## src/verilog/core_move_pkg.sv

```systemverilog
// constants, field layouts and carrier types of the data-move execution unit
package core_move_pkg;

    // instruction word and field layout
    localparam int INSTR_W = 16;
    localparam int OP_LSB = 12;
    localparam int OP_W = 4;
    localparam int FILE_W = 7;
    localparam int DEST_BIT = 7;
    localparam int MODE_W = 2;
    localparam int SEL_BIT = 2;
    localparam int REL_SEL_BIT = 6;
    localparam int OFS_W = 6;
    localparam int BANK_W = 5;
    localparam int LATCH_W = 7;
    localparam int DATA_W = 8;
    localparam int PTR_W = 16;
    localparam int MEM_ADDR_W = 8;

    // operation codes in bits 15:12 of the instruction word
    localparam logic [OP_W-1:0] OP_FILE_TO_DEST = 4'h1;
    localparam logic [OP_W-1:0] OP_IND_MODE = 4'h2;
    localparam logic [OP_W-1:0] OP_IND_REL = 4'h3;
    localparam logic [OP_W-1:0] OP_BANK_SELECT = 4'h4;
    localparam logic [OP_W-1:0] OP_PC_LATCH = 4'h5;
    localparam logic [OP_W-1:0] OP_LIT_WORKING = 4'h6;
    localparam logic [OP_W-1:0] OP_WORKING_TO_FILE = 4'h7;

    // file addresses of the two indirect view registers
    localparam logic [FILE_W-1:0] VIEW0_FILE = 7'h00;
    localparam logic [FILE_W-1:0] VIEW1_FILE = 7'h01;

    // register bus map (byte addresses)
    localparam int BUS_ADDR_W = 16;
    localparam logic [BUS_ADDR_W-1:0] REG_INSTR = 16'h0000;
    localparam logic [BUS_ADDR_W-1:0] REG_WORKING = 16'h0004;
    localparam logic [BUS_ADDR_W-1:0] REG_STATUS = 16'h0008;
    localparam logic [BUS_ADDR_W-1:0] REG_BANK = 16'h000c;
    localparam logic [BUS_ADDR_W-1:0] REG_LATCH = 16'h0010;
    localparam logic [BUS_ADDR_W-1:0] REG_PTR0 = 16'h0014;
    localparam logic [BUS_ADDR_W-1:0] REG_PTR1 = 16'h0018;
    localparam int MEM_WIN_BIT = 15;
    localparam int STATUS_ZERO_BIT = 0;

    // reset values
    localparam logic [DATA_W-1:0] WORKING_RST = 8'h00;
    localparam logic [BANK_W-1:0] BANK_RST = 5'h00;
    localparam logic [LATCH_W-1:0] LATCH_RST = 7'h00;
    localparam logic [PTR_W-1:0] PTR_RST = 16'h0000;
    localparam logic ZERO_RST = 1'b0;

    // pointer update mode code
    typedef enum logic [MODE_W-1:0] {
        MODE_PRE_INC = 2'h0,
        MODE_PRE_DEC = 2'h1,
        MODE_POST_INC = 2'h2,
        MODE_POST_DEC = 2'h3
    } mode_type;

    // request to the pointer pair
    typedef struct packed {
        logic en;
        logic sel;
        logic rel;
        mode_type mode;
        logic [OFS_W-1:0] ofs;
    } ptr_req_type;

    // write port of the file memory
    typedef struct packed {
        logic en;
        logic [PTR_W-1:0] addr;
        logic [DATA_W-1:0] data;
    } mem_wr_type;

endpackage : core_move_pkg

```

## src/verilog/pointer_pair.sv

```systemverilog
// two indirect pointers with effective address and pre/post update logic
`timescale 1ns/1ps
module pointer_pair
    import core_move_pkg::*;
#(
    parameter int WIDTH = PTR_W
) (
    input wire logic ref_clk,
    input wire logic reset_n,
    input wire ptr_req_type req,
    input wire logic load_en,
    input wire logic load_sel,
    input wire logic [WIDTH-1:0] load_val,
    output logic [WIDTH-1:0] eff_addr,
    output logic [WIDTH-1:0] ptr0,
    output logic [WIDTH-1:0] ptr1
);
    localparam logic [WIDTH-1:0] ONE = 1;

    if (WIDTH < OFS_W + 1) begin : g_bad_width
        $error("pointer width too narrow for the relative offset");
    end

    logic [WIDTH-1:0] ptr_ff [2];
    logic [WIDTH-1:0] nxt_ptr [2];
    logic [WIDTH-1:0] cur;
    logic [WIDTH-1:0] inc;
    logic [WIDTH-1:0] dec;
    logic [WIDTH-1:0] sext_ofs;

    // plain same-width sums wrap from all ones to zero and back
    always_comb begin
        cur = req.sel ? ptr_ff[1] : ptr_ff[0];
        inc = cur + ONE;
        dec = cur - ONE;
        sext_ofs = {{(WIDTH-OFS_W){req.ofs[OFS_W-1]}}, req.ofs};
        if (req.rel) begin
            eff_addr = cur + sext_ofs;
        end else begin
            case (req.mode)
                MODE_PRE_INC: eff_addr = inc;
                MODE_PRE_DEC: eff_addr = dec;
                default: eff_addr = cur;
            endcase
        end
    end

    // per-pointer next value; bus load and instruction never share a cycle
    for (genvar i = 0; i < 2; i++) begin : g_ptr
        always_comb begin
            nxt_ptr[i] = ptr_ff[i];
            if (load_en && (load_sel == 1'(i))) begin
                nxt_ptr[i] = load_val;
            end else if (req.en && !req.rel && (req.sel == 1'(i))) begin
                case (req.mode)
                    MODE_PRE_INC, MODE_POST_INC: nxt_ptr[i] = inc;
                    MODE_PRE_DEC, MODE_POST_DEC: nxt_ptr[i] = dec;
                    default: nxt_ptr[i] = ptr_ff[i];
                endcase
            end
        end

        always_ff @(posedge ref_clk or negedge reset_n) begin
            if (!reset_n) begin
                ptr_ff[i] <= PTR_RST[WIDTH-1:0];
            end else begin
                ptr_ff[i] <= nxt_ptr[i];
            end
        end
    end

    assign ptr0 = ptr_ff[0];
    assign ptr1 = ptr_ff[1];

    // increment from all ones must land on zero
    a_ptr_wrap_up: assert property (@(posedge ref_clk) disable iff (!reset_n)
        req.en && !req.rel && !req.sel && !load_en && ptr_ff[0] == '1 &&
        (req.mode == MODE_PRE_INC || req.mode == MODE_POST_INC)
        |=> ptr_ff[0] == '0) else $error("pointer did not wrap up");

    // decrement by one, and relative form leaves pointer alone
    a_ptr_step_down: assert property (@(posedge ref_clk) disable iff (!reset_n)
        req.en && !req.rel && req.sel && !load_en &&
        (req.mode == MODE_PRE_DEC || req.mode == MODE_POST_DEC)
        |=> ptr_ff[1] == $past(ptr_ff[1]) - ONE)
        else $error("pointer decrement wrong");

    a_rel_keeps_ptr: assert property (@(posedge ref_clk) disable iff (!reset_n)
        req.en && req.rel && !load_en
        |=> ptr_ff[0] == $past(ptr_ff[0]) && ptr_ff[1] == $past(ptr_ff[1]))
        else $error("relative access moved a pointer");

endmodule : pointer_pair

```

## src/verilog/file_memory.sv

```systemverilog
// byte-wide file memory: asynchronous read, synchronous write
`timescale 1ns/1ps
module file_memory
    import core_move_pkg::*;
#(
    parameter int ADDR_W = MEM_ADDR_W
) (
    input wire logic ref_clk,
    input wire logic reset_n,
    input wire logic [PTR_W-1:0] rd_addr,
    output logic [DATA_W-1:0] rd_data,
    input wire mem_wr_type wr
);
    if (ADDR_W < FILE_W || ADDR_W > MEM_WIN_BIT - 2) begin : g_bad_depth
        $error("memory address width outside 7 to 13");
    end

    // storage has no reset; contents are defined only once written
    logic [DATA_W-1:0] mem [2**ADDR_W];

    // higher pointer bits fold onto the implemented depth
    assign rd_data = mem[rd_addr[ADDR_W-1:0]];

    always_ff @(posedge ref_clk) begin
        if (wr.en) begin
            mem[wr.addr[ADDR_W-1:0]] <= wr.data;
        end
    end

    a_write_lands: assert property (@(posedge ref_clk) disable iff (!reset_n)
        wr.en |=> mem[$past(wr.addr[ADDR_W-1:0])] == $past(wr.data))
        else $error("memory write lost");

endmodule : file_memory

```

## src/verilog/data_move_exec.sv

```systemverilog
// data-move instruction execution unit with its register port
// How it works
// - file move goes to working or back
// - seven-bit file address; zero flag from value
// - indirect load via chosen pointer, sets zero
// - mode code picks pre or current address
// - relative form adds signed offset, pointer kept
// - pointer steps up, down, or stays
// - indirect view maps to pointed-at location
// - sixteen-bit pointer wraps at both ends
// - bank literal loaded, flags untouched
// - seven-bit literal into program high latch
// - eight-bit literal into working, one cycle
// - working copied to file, flags untouched
// - pointer stepping never touches flags
`timescale 1ns/1ps
module data_move_exec
    import core_move_pkg::*;
#(
    parameter int ADDR_W = MEM_ADDR_W
) (
    input wire logic ref_clk,
    input wire logic reset_n,
    input wire logic [BUS_ADDR_W-1:0] bus_addr,
    input wire logic [31:0] bus_wdata,
    input wire logic bus_wr,
    input wire logic bus_rd,
    output logic [31:0] bus_rdata,
    output logic zero_flag
);
    // architectural state
    logic [DATA_W-1:0] working_ff;
    logic [DATA_W-1:0] nxt_working;
    logic zero_ff;
    logic nxt_zero;
    logic [BANK_W-1:0] bank_ff;
    logic [BANK_W-1:0] nxt_bank;
    logic [LATCH_W-1:0] latch_ff;
    logic [LATCH_W-1:0] nxt_latch;
    logic [INSTR_W-1:0] instr_ff;
    logic [INSTR_W-1:0] nxt_instr;
    logic [31:0] rdata_ff;
    logic [31:0] nxt_rdata;

    // datapath links to the submodules
    logic [INSTR_W-1:0] instr;
    logic [OP_W-1:0] op;
    logic exec;
    logic mem_hit;
    logic [PTR_W-1:0] rd_addr;
    logic [DATA_W-1:0] rd_data;
    logic [PTR_W-1:0] file_addr;
    logic [PTR_W-1:0] eff_addr;
    logic [PTR_W-1:0] ptr0;
    logic [PTR_W-1:0] ptr1;
    logic [PTR_W-1:0] mem_index;
    ptr_req_type ptr_req;
    mem_wr_type mem_wr;
    logic ptr_load;
    logic ptr_load_sel;

    // a file address hitting an indirect view resolves to its pointer
    function automatic logic [PTR_W-1:0] resolve_file(
        input logic [FILE_W-1:0] f,
        input logic [PTR_W-1:0] p0,
        input logic [PTR_W-1:0] p1
    );
        logic [PTR_W-1:0] res;
        res = {{(PTR_W-FILE_W){1'b0}}, f};
        if (f == VIEW0_FILE) begin
            res = p0;
        end else if (f == VIEW1_FILE) begin
            res = p1;
        end
        return res;
    endfunction : resolve_file

    // the instruction is the write data of a write to the instruction word
    assign instr = bus_wdata[INSTR_W-1:0];
    assign op = instr[OP_LSB +: OP_W];
    assign exec = bus_wr && (bus_addr == REG_INSTR);
    assign mem_hit = bus_addr[MEM_WIN_BIT];
    assign mem_index = PTR_W'(bus_addr[ADDR_W+1:2]);
    assign file_addr = resolve_file(instr[FILE_W-1:0], ptr0, ptr1);

    // pointer requests come only from indirect loads
    always_comb begin
        ptr_req = '0;
        if (exec && op == OP_IND_MODE) begin
            ptr_req.en = 1'b1;
            ptr_req.sel = instr[SEL_BIT];
            ptr_req.mode = mode_type'(instr[MODE_W-1:0]);
        end else if (exec && op == OP_IND_REL) begin
            ptr_req.en = 1'b1;
            ptr_req.sel = instr[REL_SEL_BIT];
            ptr_req.rel = 1'b1;
            ptr_req.ofs = instr[OFS_W-1:0];
        end
    end

    // software pointer loads
    assign ptr_load = bus_wr &&
        (bus_addr == REG_PTR0 || bus_addr == REG_PTR1);
    assign ptr_load_sel = (bus_addr == REG_PTR1);

    pointer_pair #(
        .WIDTH(PTR_W)
    ) u_ptr (
        .ref_clk(ref_clk),
        .reset_n(reset_n),
        .req(ptr_req),
        .load_en(ptr_load),
        .load_sel(ptr_load_sel),
        .load_val(bus_wdata[PTR_W-1:0]),
        .eff_addr(eff_addr),
        .ptr0(ptr0),
        .ptr1(ptr1)
    );

    file_memory #(
        .ADDR_W(ADDR_W)
    ) u_mem (
        .ref_clk(ref_clk),
        .reset_n(reset_n),
        .rd_addr(rd_addr),
        .rd_data(rd_data),
        .wr(mem_wr)
    );

    // execution and register writes; one strobe per cycle keeps them apart
    always_comb begin
        nxt_working = working_ff;
        nxt_zero = zero_ff;
        nxt_bank = bank_ff;
        nxt_latch = latch_ff;
        nxt_instr = instr_ff;
        mem_wr = '0;
        rd_addr = mem_index;
        if (exec) begin
            nxt_instr = instr;
            case (op)
                OP_FILE_TO_DEST: begin
                    rd_addr = file_addr;
                    nxt_zero = (rd_data == '0);
                    if (instr[DEST_BIT]) begin
                        mem_wr.en = 1'b1;
                        mem_wr.addr = file_addr;
                        mem_wr.data = rd_data;
                    end else begin
                        nxt_working = rd_data;
                    end
                end
                OP_IND_MODE, OP_IND_REL: begin
                    // only the loaded byte drives the flag
                    rd_addr = eff_addr;
                    nxt_working = rd_data;
                    nxt_zero = (rd_data == '0);
                end
                OP_BANK_SELECT: nxt_bank = instr[BANK_W-1:0];
                OP_PC_LATCH: nxt_latch = instr[LATCH_W-1:0];
                OP_LIT_WORKING: nxt_working = instr[DATA_W-1:0];
                OP_WORKING_TO_FILE: begin
                    mem_wr.en = 1'b1;
                    mem_wr.addr = file_addr;
                    mem_wr.data = working_ff;
                end
                default: begin
                    // unknown codes execute as no operation
                end
            endcase
        end else if (bus_wr) begin
            if (mem_hit) begin
                mem_wr.en = 1'b1;
                mem_wr.addr = mem_index;
                mem_wr.data = bus_wdata[DATA_W-1:0];
            end else if (bus_addr == REG_WORKING) begin
                nxt_working = bus_wdata[DATA_W-1:0];
            end else if (bus_addr == REG_BANK) begin
                nxt_bank = bus_wdata[BANK_W-1:0];
            end else if (bus_addr == REG_LATCH) begin
                nxt_latch = bus_wdata[LATCH_W-1:0];
            end
        end
    end

    // read data stands for exactly the cycle after the read strobe
    always_comb begin
        nxt_rdata = '0;
        if (bus_rd) begin
            if (mem_hit) begin
                nxt_rdata = 32'(rd_data);
            end else begin
                case (bus_addr)
                    REG_INSTR: nxt_rdata = 32'(instr_ff);
                    REG_WORKING: nxt_rdata = 32'(working_ff);
                    REG_STATUS: nxt_rdata = 32'(zero_ff) << STATUS_ZERO_BIT;
                    REG_BANK: nxt_rdata = 32'(bank_ff);
                    REG_LATCH: nxt_rdata = 32'(latch_ff);
                    REG_PTR0: nxt_rdata = 32'(ptr0);
                    REG_PTR1: nxt_rdata = 32'(ptr1);
                    default: nxt_rdata = '0;
                endcase
            end
        end
    end

    // register the state
    always_ff @(posedge ref_clk or negedge reset_n) begin
        if (!reset_n) begin
            working_ff <= WORKING_RST;
            zero_ff <= ZERO_RST;
            bank_ff <= BANK_RST;
            latch_ff <= LATCH_RST;
            instr_ff <= '0;
            rdata_ff <= '0;
        end else begin
            working_ff <= nxt_working;
            zero_ff <= nxt_zero;
            bank_ff <= nxt_bank;
            latch_ff <= nxt_latch;
            instr_ff <= nxt_instr;
            rdata_ff <= nxt_rdata;
        end
    end

    assign bus_rdata = rdata_ff;
    assign zero_flag = zero_ff;

    // file move to working carries the byte and its zero test
    a_move_to_working: assert property (@(posedge ref_clk)
        disable iff (!reset_n)
        exec && op == OP_FILE_TO_DEST && !instr[DEST_BIT]
        |=> working_ff == $past(rd_data) &&
            zero_ff == ($past(rd_data) == 8'h00))
        else $error("file move to working wrong");

    // move back to itself writes the same address and leaves working
    a_move_to_self: assert property (@(posedge ref_clk)
        disable iff (!reset_n)
        exec && op == OP_FILE_TO_DEST && instr[DEST_BIT]
        |-> (mem_wr.en && mem_wr.addr == rd_addr)
            ##1 $stable(working_ff))
        else $error("file move to self wrong");

    a_indirect_load: assert property (@(posedge ref_clk)
        disable iff (!reset_n)
        exec && (op == OP_IND_MODE || op == OP_IND_REL)
        |-> rd_addr == eff_addr ##1 working_ff == $past(rd_data))
        else $error("indirect load wrong");

    a_view_maps_ptr: assert property (@(posedge ref_clk)
        disable iff (!reset_n)
        exec && op == OP_WORKING_TO_FILE &&
        instr[FILE_W-1:0] == VIEW1_FILE
        |-> mem_wr.addr == ptr1 && mem_wr.data == working_ff)
        else $error("indirect view not mapped");

    a_bank_no_flags: assert property (@(posedge ref_clk)
        disable iff (!reset_n)
        exec && op == OP_BANK_SELECT
        |=> bank_ff == $past(instr[BANK_W-1:0]) && $stable(zero_ff))
        else $error("bank literal wrong");

    a_latch_no_flags: assert property (@(posedge ref_clk)
        disable iff (!reset_n)
        exec && op == OP_PC_LATCH
        |=> latch_ff == $past(instr[LATCH_W-1:0]) && $stable(zero_ff))
        else $error("latch literal wrong");

    a_literal_one_cycle: assert property (@(posedge ref_clk)
        disable iff (!reset_n)
        exec && op == OP_LIT_WORKING
        |=> working_ff == $past(instr[DATA_W-1:0]) && $stable(zero_ff))
        else $error("working literal wrong");

    a_store_no_flags: assert property (@(posedge ref_clk)
        disable iff (!reset_n)
        exec && op == OP_WORKING_TO_FILE
        |=> $stable(zero_ff) && $stable(working_ff))
        else $error("working to file touched state");

    a_zero_only_data: assert property (@(posedge ref_clk)
        disable iff (!reset_n)
        $changed(ptr0) || $changed(ptr1) |-> $past(zero_ff) == zero_ff ||
        $past(exec && (op == OP_IND_MODE || op == OP_IND_REL ||
        op == OP_FILE_TO_DEST)))
        else $error("pointer step moved zero flag");

    a_zero_exact: assert property (@(posedge ref_clk)
        disable iff (!reset_n)
        exec && (op == OP_IND_MODE || op == OP_IND_REL)
        |=> zero_ff == (working_ff == 8'h00))
        else $error("zero flag mismatch");

endmodule : data_move_exec

```

## config.mk

```make
export PLATFORM = sky130hd
export DESIGN_NAME = data_move_exec
export DESIGN_NICKNAME = d
export VERILOG_FILES = /design/src/verilog/core_move_pkg.sv /design/src/verilog/pointer_pair.sv /design/src/verilog/file_memory.sv /design/src/verilog/data_move_exec.sv
export SDC_FILE = /design/constraint.sdc
export NUM_CORES = 2
export LEC_CHECK = 0
export BUFFER_PORTS_ARGS = -buffer_cell sky130_fd_sc_hd__buf_2
export CORE_UTILIZATION = 35
export CTS_CLUSTER_DIAMETER = 150
export DETAILED_ROUTE_END_ITERATION = 10
export GPL_ROUTABILITY_DRIVEN = 0
export PLACE_DENSITY_LB_ADDON = 0.12
export RECOVER_POWER = 50
export SKIP_LAST_GASP = 1
export SLEW_MARGIN = 25
export SYNTH_ARGS = -nofsm -noshare
export SYNTH_HDL_FRONTEND = slang
export SYNTH_SLANG_ARGS = --single-unit
export TNS_END_PERCENT = 10
```

## constraint.sdc

```tcl
create_clock -name ref_clk -period 16.7 [get_ports ref_clk]
set_clock_uncertainty 0.05 [all_clocks]
set_input_delay 0 -clock ref_clk [delete_from_list [all_inputs] [get_ports ref_clk]]
set_output_delay 0 -clock ref_clk [all_outputs]
set_load 0.02 [all_outputs]
```

Word level (Yosys, flattened, before mapping):

Memory sizes are Yosys's and may differ from the RTL's.
Index checks and enable logic that the tools add are counted.
Widths: inputs -> output; s select.

* bits in registers: 101
* bits in writable memories: 2048
* input bits: 52
* logic and storage cells: 114
* memories kept: 1

* $add $sub $neg: 3
* equal/unequal tests: 24
* muxes and demuxes: 47
* bitwise operators: 2
* reductions and logical operators: 29

Memory list
* u_mem.mem: words 256, bits a word 8, rd ports 1, clocked after memory_dff 0, write ports 1, line file_memory.sv:19 `logic [DATA_W-1:0] mem [2**ADDR_W];`

Operators by type and width (number)
* $mux 16: 9
* $pmux 16 s7: 1
* $mux 25: 4
* $mux 8: 7
* $pmux 25 s2: 1
* $mux 7: 7
* $eq 16x5->1 const B: 3
* $eq 16x4->1 const B: 2
* $pmux 16 s2: 1
* $pmux 8 s2: 2
* $mux 5: 6
* $pmux 8 s3: 1
* $add 16x1->16 const B: 1
* $eq 16x3->1 const B: 1
* $eq 4x3->1 const B: 4
* $logic_not 16->1: 1
* $sub 16x1->16 const B: 1
* $mux 6: 2
* $reduce_bool 2->1: 6
* $reduce_and 5->1: 2
* $logic_and 1x1->1: 9
* $add 8x8->8: 1
* $eq 4x2->1 const B: 2
* $logic_not 8->1: 1
* 20 further kinds: 30

Longest topological paths before layout:

An unclocked memory read counts as a cell.

* depth after elaboration: 17
* gate-level depth with buffers: 30
* depth with buffers taken out: 21

Cells and area by module:

Synthesis repeated with hierarchy kept, for this count alone.

* cells, all modules: 4595
* area, all modules: 86808.3 sq um

Modules (own cells, without submodules)
* file_memory: instances 1, cells an instance 3725, area an instance 79396.1 sq um
* data_move_exec: instances 1, cells an instance 396, area an instance 3781.1 sq um
* pointer_pair: instances 1, cells an instance 474, area an instance 3631.0 sq um

Worst setup path after synthesis:

No wires, ideal clock.

* kind: input to register
* start: in bus_addr[5]
* end: mem u_mem.mem[0][0] (data pin)
* setup time: 1454 ps
* arrival time: 11118 ps
* slack: 4078 ps
* stages on the path: 28
* path buffers: 8
* cell sequence: nor4_1 > and3_1 > buf_4 > buf_2 > nand3_1 > nor2_1 > and2_1 > ha_1 > ha_1 > o21ai_0 > o21ai_0 > a31oi_1 > a31o_2 > buf_2 > buf_2 > buf_2 > buf_2 > buf_2 > clkbuf_1 > nand2_1 > a311oi_1 > nor3_1 > o31ai_1 > o21ai_0 > o211ai_1 > and2_1 > a22oi_1 > o21ai_1

RTL lines
* start, declared: line data_move_exec.sv:24 `input wire logic [BUS_ADDR_W-1:0] bus_addr,`
* end, declared: line file_memory.sv:19

==> reports/results.tsv <==
stage	metric	value	unit
pwr	p_switching	2.66	mW
global_route	grt_usage	0.223	
die	pin_count	85	
setup_path	r2r_slack	7.01	ns
worst_hold_path	holdPathStages	4	
clock_network	cts_buffers	227	
outcome	violations	capacitance limit, slew limit	
final_layout	fillCellCount	24000	
die	row_count	185	
pwr	irDropWorstVdd	0.107	mV
global_route	grt-ovfl-total	0	
sta	rsz0062_at_grt	no	
pwr	comb_power_share	0.063	
clock_network	clkTransAtPathRegs	0.06	ns
die	die_w	507	um
drt	detail_route.wl_per_cell	27.8	um
clock_network	cts-root-buf	clkbuf_16	
setup_path	ff2ff_path_depth	21	
clock_network	cts_tree	built	
drt	firstDrtPassIters	9	
job	cap_viol_max_count	9	
pwr	total_power	11.5	mW
yosys	synth_top_area_frac	0.689	
sta	finalSetupViolations	0	
die	initial_core_util	0.352	
global_route	grt_max_degree	196	
die	die_area	257000	um^2
outcome	status	finished, violations left	
drt	via_per_inst	5.56	
pwr	power_frac_seq	0.510	
sta	report.final.slew_viol_count	223	
setup_path	critical_path_class	input pin to flop	
die	core	254000	um^2
yosys	syn_avg_cell_area	12.7	um^2
clock_network	cts_max_path_buffers	3	
worst_hold_path	min-delay-start	bus_wdata[1]	
drt	drt_drc_violations_left	0	
pwr	power_density	114	nW/um^2
global_route	antenna_found_initial	17	
setup_path	endpoint_kind	flop	
yosys	yosysTopAreaCell	edfxtp_1	
sta	whs	0.0860	ns
yosys	async_flop_share	0.0398	
clock_network	cts.sink_count	2133	
pwr	p_int	8.82	mW
place	port_buffers	52	
worst_hold_path	min_to	u_ptr.ptr0[1]$_DFFE_PN0P_	
setup_path	cp-start-kind	input pin	
sta	fin_setup_tns	0	ns
clock_network	cts-htree-levels	4	
global_route	grt_pass1_wl	416	mm
yosys	synth_edf_count	2048	
sta	max_freq	0.0845	GHz
yosys	synth_cell_types	88	
sta	slew_headroom	-1.36	
drt	postRouteAntennaNets	0	
final_layout	nets	7027	
drt	vias	58600	
yosys	syn_area	89300	um^2
clock_network	cts_setup_buffers	0	
worst_hold_path	min_path_type	input pin to flop	
pwr	pwr-share-clk	0.427	
final_layout	layout-drive-gt1-share	0.0812	
yosys	synth_top_flop_cell	edfxtp_1	
sta	fin_crit_sh	0.709	
place	place_hpwl	166	mm
yosys	synthCells	7015	
final_layout	mostFrequentLayoutCells	edfxtp_1, nand2_1, and3_1	
final_layout	final_common_cell	edfxtp_1	
drt	dr.first_iter.drc_count	5916	
yosys	synth-seq-cells	2133	
setup_path	crit_fanout	82	
setup_path	required	17.13	ns
pwr	p_leak	33.6	nW
global_route	grt_pass1_vias	55400	
setup_path	timing.rr.end	u_mem.mem[92][5]$_DFFE_PP_	
setup_path	r2r-start	u_ptr.ptr1[0]$_DFFE_PN0P_	
clock_network	cts_resized	0	
pwr	p_sw_frac	0.232	
sta	layout_min_cycle_time	11.84	ns
setup_path	crit_arrival	12.27	ns
yosys	synth_area_leaders	edfxtp_1, nand2_1, a311oi_1	
place	placed_area	92900	um^2
yosys	yosysSeqAreaShare	0.712	
die	fp.dieH	507	um
sta	worst_pin_slew	3.54	ns
drt	routed_wl	293	mm
final_layout	stdcell_area	101000	um^2
sta	hold_viol	0	
yosys	yosysWarnings	0	
final_layout	synthToLayoutAreaGrowth	12.5	%
clock_network	clkLatencyLatePin	0.87	ns
[per-stage QoR]
stage | utilization | instances | worst slack (ns)
final | 0.396 | 10500 | 4.86
after global routing | 0.396 | 10500 | 4.67
after CTS | 0.396 | 10500 | 5.36
after detailed placement | 0.366 | 10100 | 5.50
after global placement | 0.366 | 10100 | 5.60
after floorplan | - | 7030 | 4.08
[layout make-up]
type	count	area [um^2]	share of cell area
flip-flops and latches	2133	63600	0.633
multi-input cells	4353	23400	0.233
clock buffers	284	5980	0.0595
well taps	3366	4210	0.0419
repair buffers	237	2050	0.0204
clock inverters	140	1150	0.0115
inverters	17	63.8	0.000635
diodes	11	27.5	0.000274
[sequential cells by signal (all words and copies together), names as in the netlist]
register and flops:
bank_ff 5, u_mem.mem 2048, u_ptr.ptr0 16, u_ptr.ptr1 16, zero_flag 1, instr_ff 16, bus_rdata 16, working_ff 8
latch_ff 7
[cells by family (layout without fill, tap and decap cells)]
| kind of cell | after synthesis | after routing | share of synthesized area |
|---|---|---|---|
| and+or+nand+nor | 3213 | 3213 | 0.158 |
| DFF | 2133 | 2133 | 0.712 |
| AOI/OAI and AO/OA | 935 | 935 | 0.0781 |
| buffers and inverters | 544 | 678 | 0.0294 |
| muxes | 159 | 159 | 0.0184 |
| xor gates and xnor gates | 24 | 24 | 0.00251 |
| adders and majority gates | 6 | 6 | 0.000840 |
| other | 1 | 27 | 0.0000420 |
[cell usage after synthesis, types with 83 or more instances]
| library cell | number |
|---|---|
| mux2i_1 | 117 |
| a311oi_1 | 348 |
| nor2_1 | 343 |
| a31oi_1 | 133 |
| and3_1 | 456 |
| nand3_1 | 107 |
| nor4_1 | 99 |
| clkbuf_1 | 222 |
| buf_2 | 188 |
| o21ai_0 | 83 |
| edfxtp_1 | 2048 |
| dfrtp_1 | 85 |
| nand2_1 | 2035 |
[worst max-delay path by stage]
stage | from | endpoint | slack, ns
2_1_floorplan | bus_addr[5] | u_mem.mem[0][0]$_DFFE_PP_ | 4.08
3_3_place_gp | bus_addr[8] | u_mem.mem[11][7]$_DFFE_PP_ | 5.60
3_5_place_dp | bus_addr[8] | u_mem.mem[11][7]$_DFFE_PP_ | 5.50
4_1_cts | bus_addr[2] | u_mem.mem[15][7]$_DFFE_PP_ | 5.36
5_1_grt | bus_addr[3] | u_mem.mem[133][1]$_DFFE_PP_ | 4.67
6_report | bus_addr[3] | u_mem.mem[92][5]$_DFFE_PP_ | 4.86
[routing by layer]
metal	global-route usage	vias up	routed length (um)	part of all wire
met5	0	-	18	0.000061
met4	0.0649	2	8090	0.028
met3	0.0392	438	20800	0.071
met2	0.352	2083	135000	0.46
met1	0.315	30000	129000	0.44
li1	-	26100	-	-
[worst max-delay path, stage by stage]
cell and delay, ns:
dlygate4sd3_1 0.54, clkbuf_1 0.28, nor4_1 0.66, dlygate4sd3_1 0.77
and2_0 0.34, nand4_1 0.82, o21ai_0 1.22, ha_1 0.41
ha_1 0.17, o21ai_0 0.09, o21ai_0 0.12, a31oi_1 0.19
a31oi_4 0.55, buf_4 0.55, buf_4 0.78, nand2_1 0.12
and3_1 0.21, a311oi_1 0.34, nor3_1 0.17, or4_1 0.63
a31oi_1 0.87, nor4_2 0.32, nor2_1 0.17, a21oi_1 0.08
o21ai_4 0.77, buf_4 0.89
[what timing repair did]
action                                 4_1_cts  5_1_grt
setup endpoints to repair                    0        0
hold buffers                                47        0
endpoints found under the hold margin      292        0
[power by group through the flow]
stage,clock network [mW],registers (mW),logic (mW)
2_1_floorplan,0,5.99,0.408
3_3_place_gp,0,5.97,0.707
3_5_place_dp,0,5.97,0.714
4_1_cts,5.00,5.85,0.723
5_1_grt,5.20,5.85,0.769
6_report,4.91,5.86,0.721
Note: power is estimated with default switching activity, not from simulation.
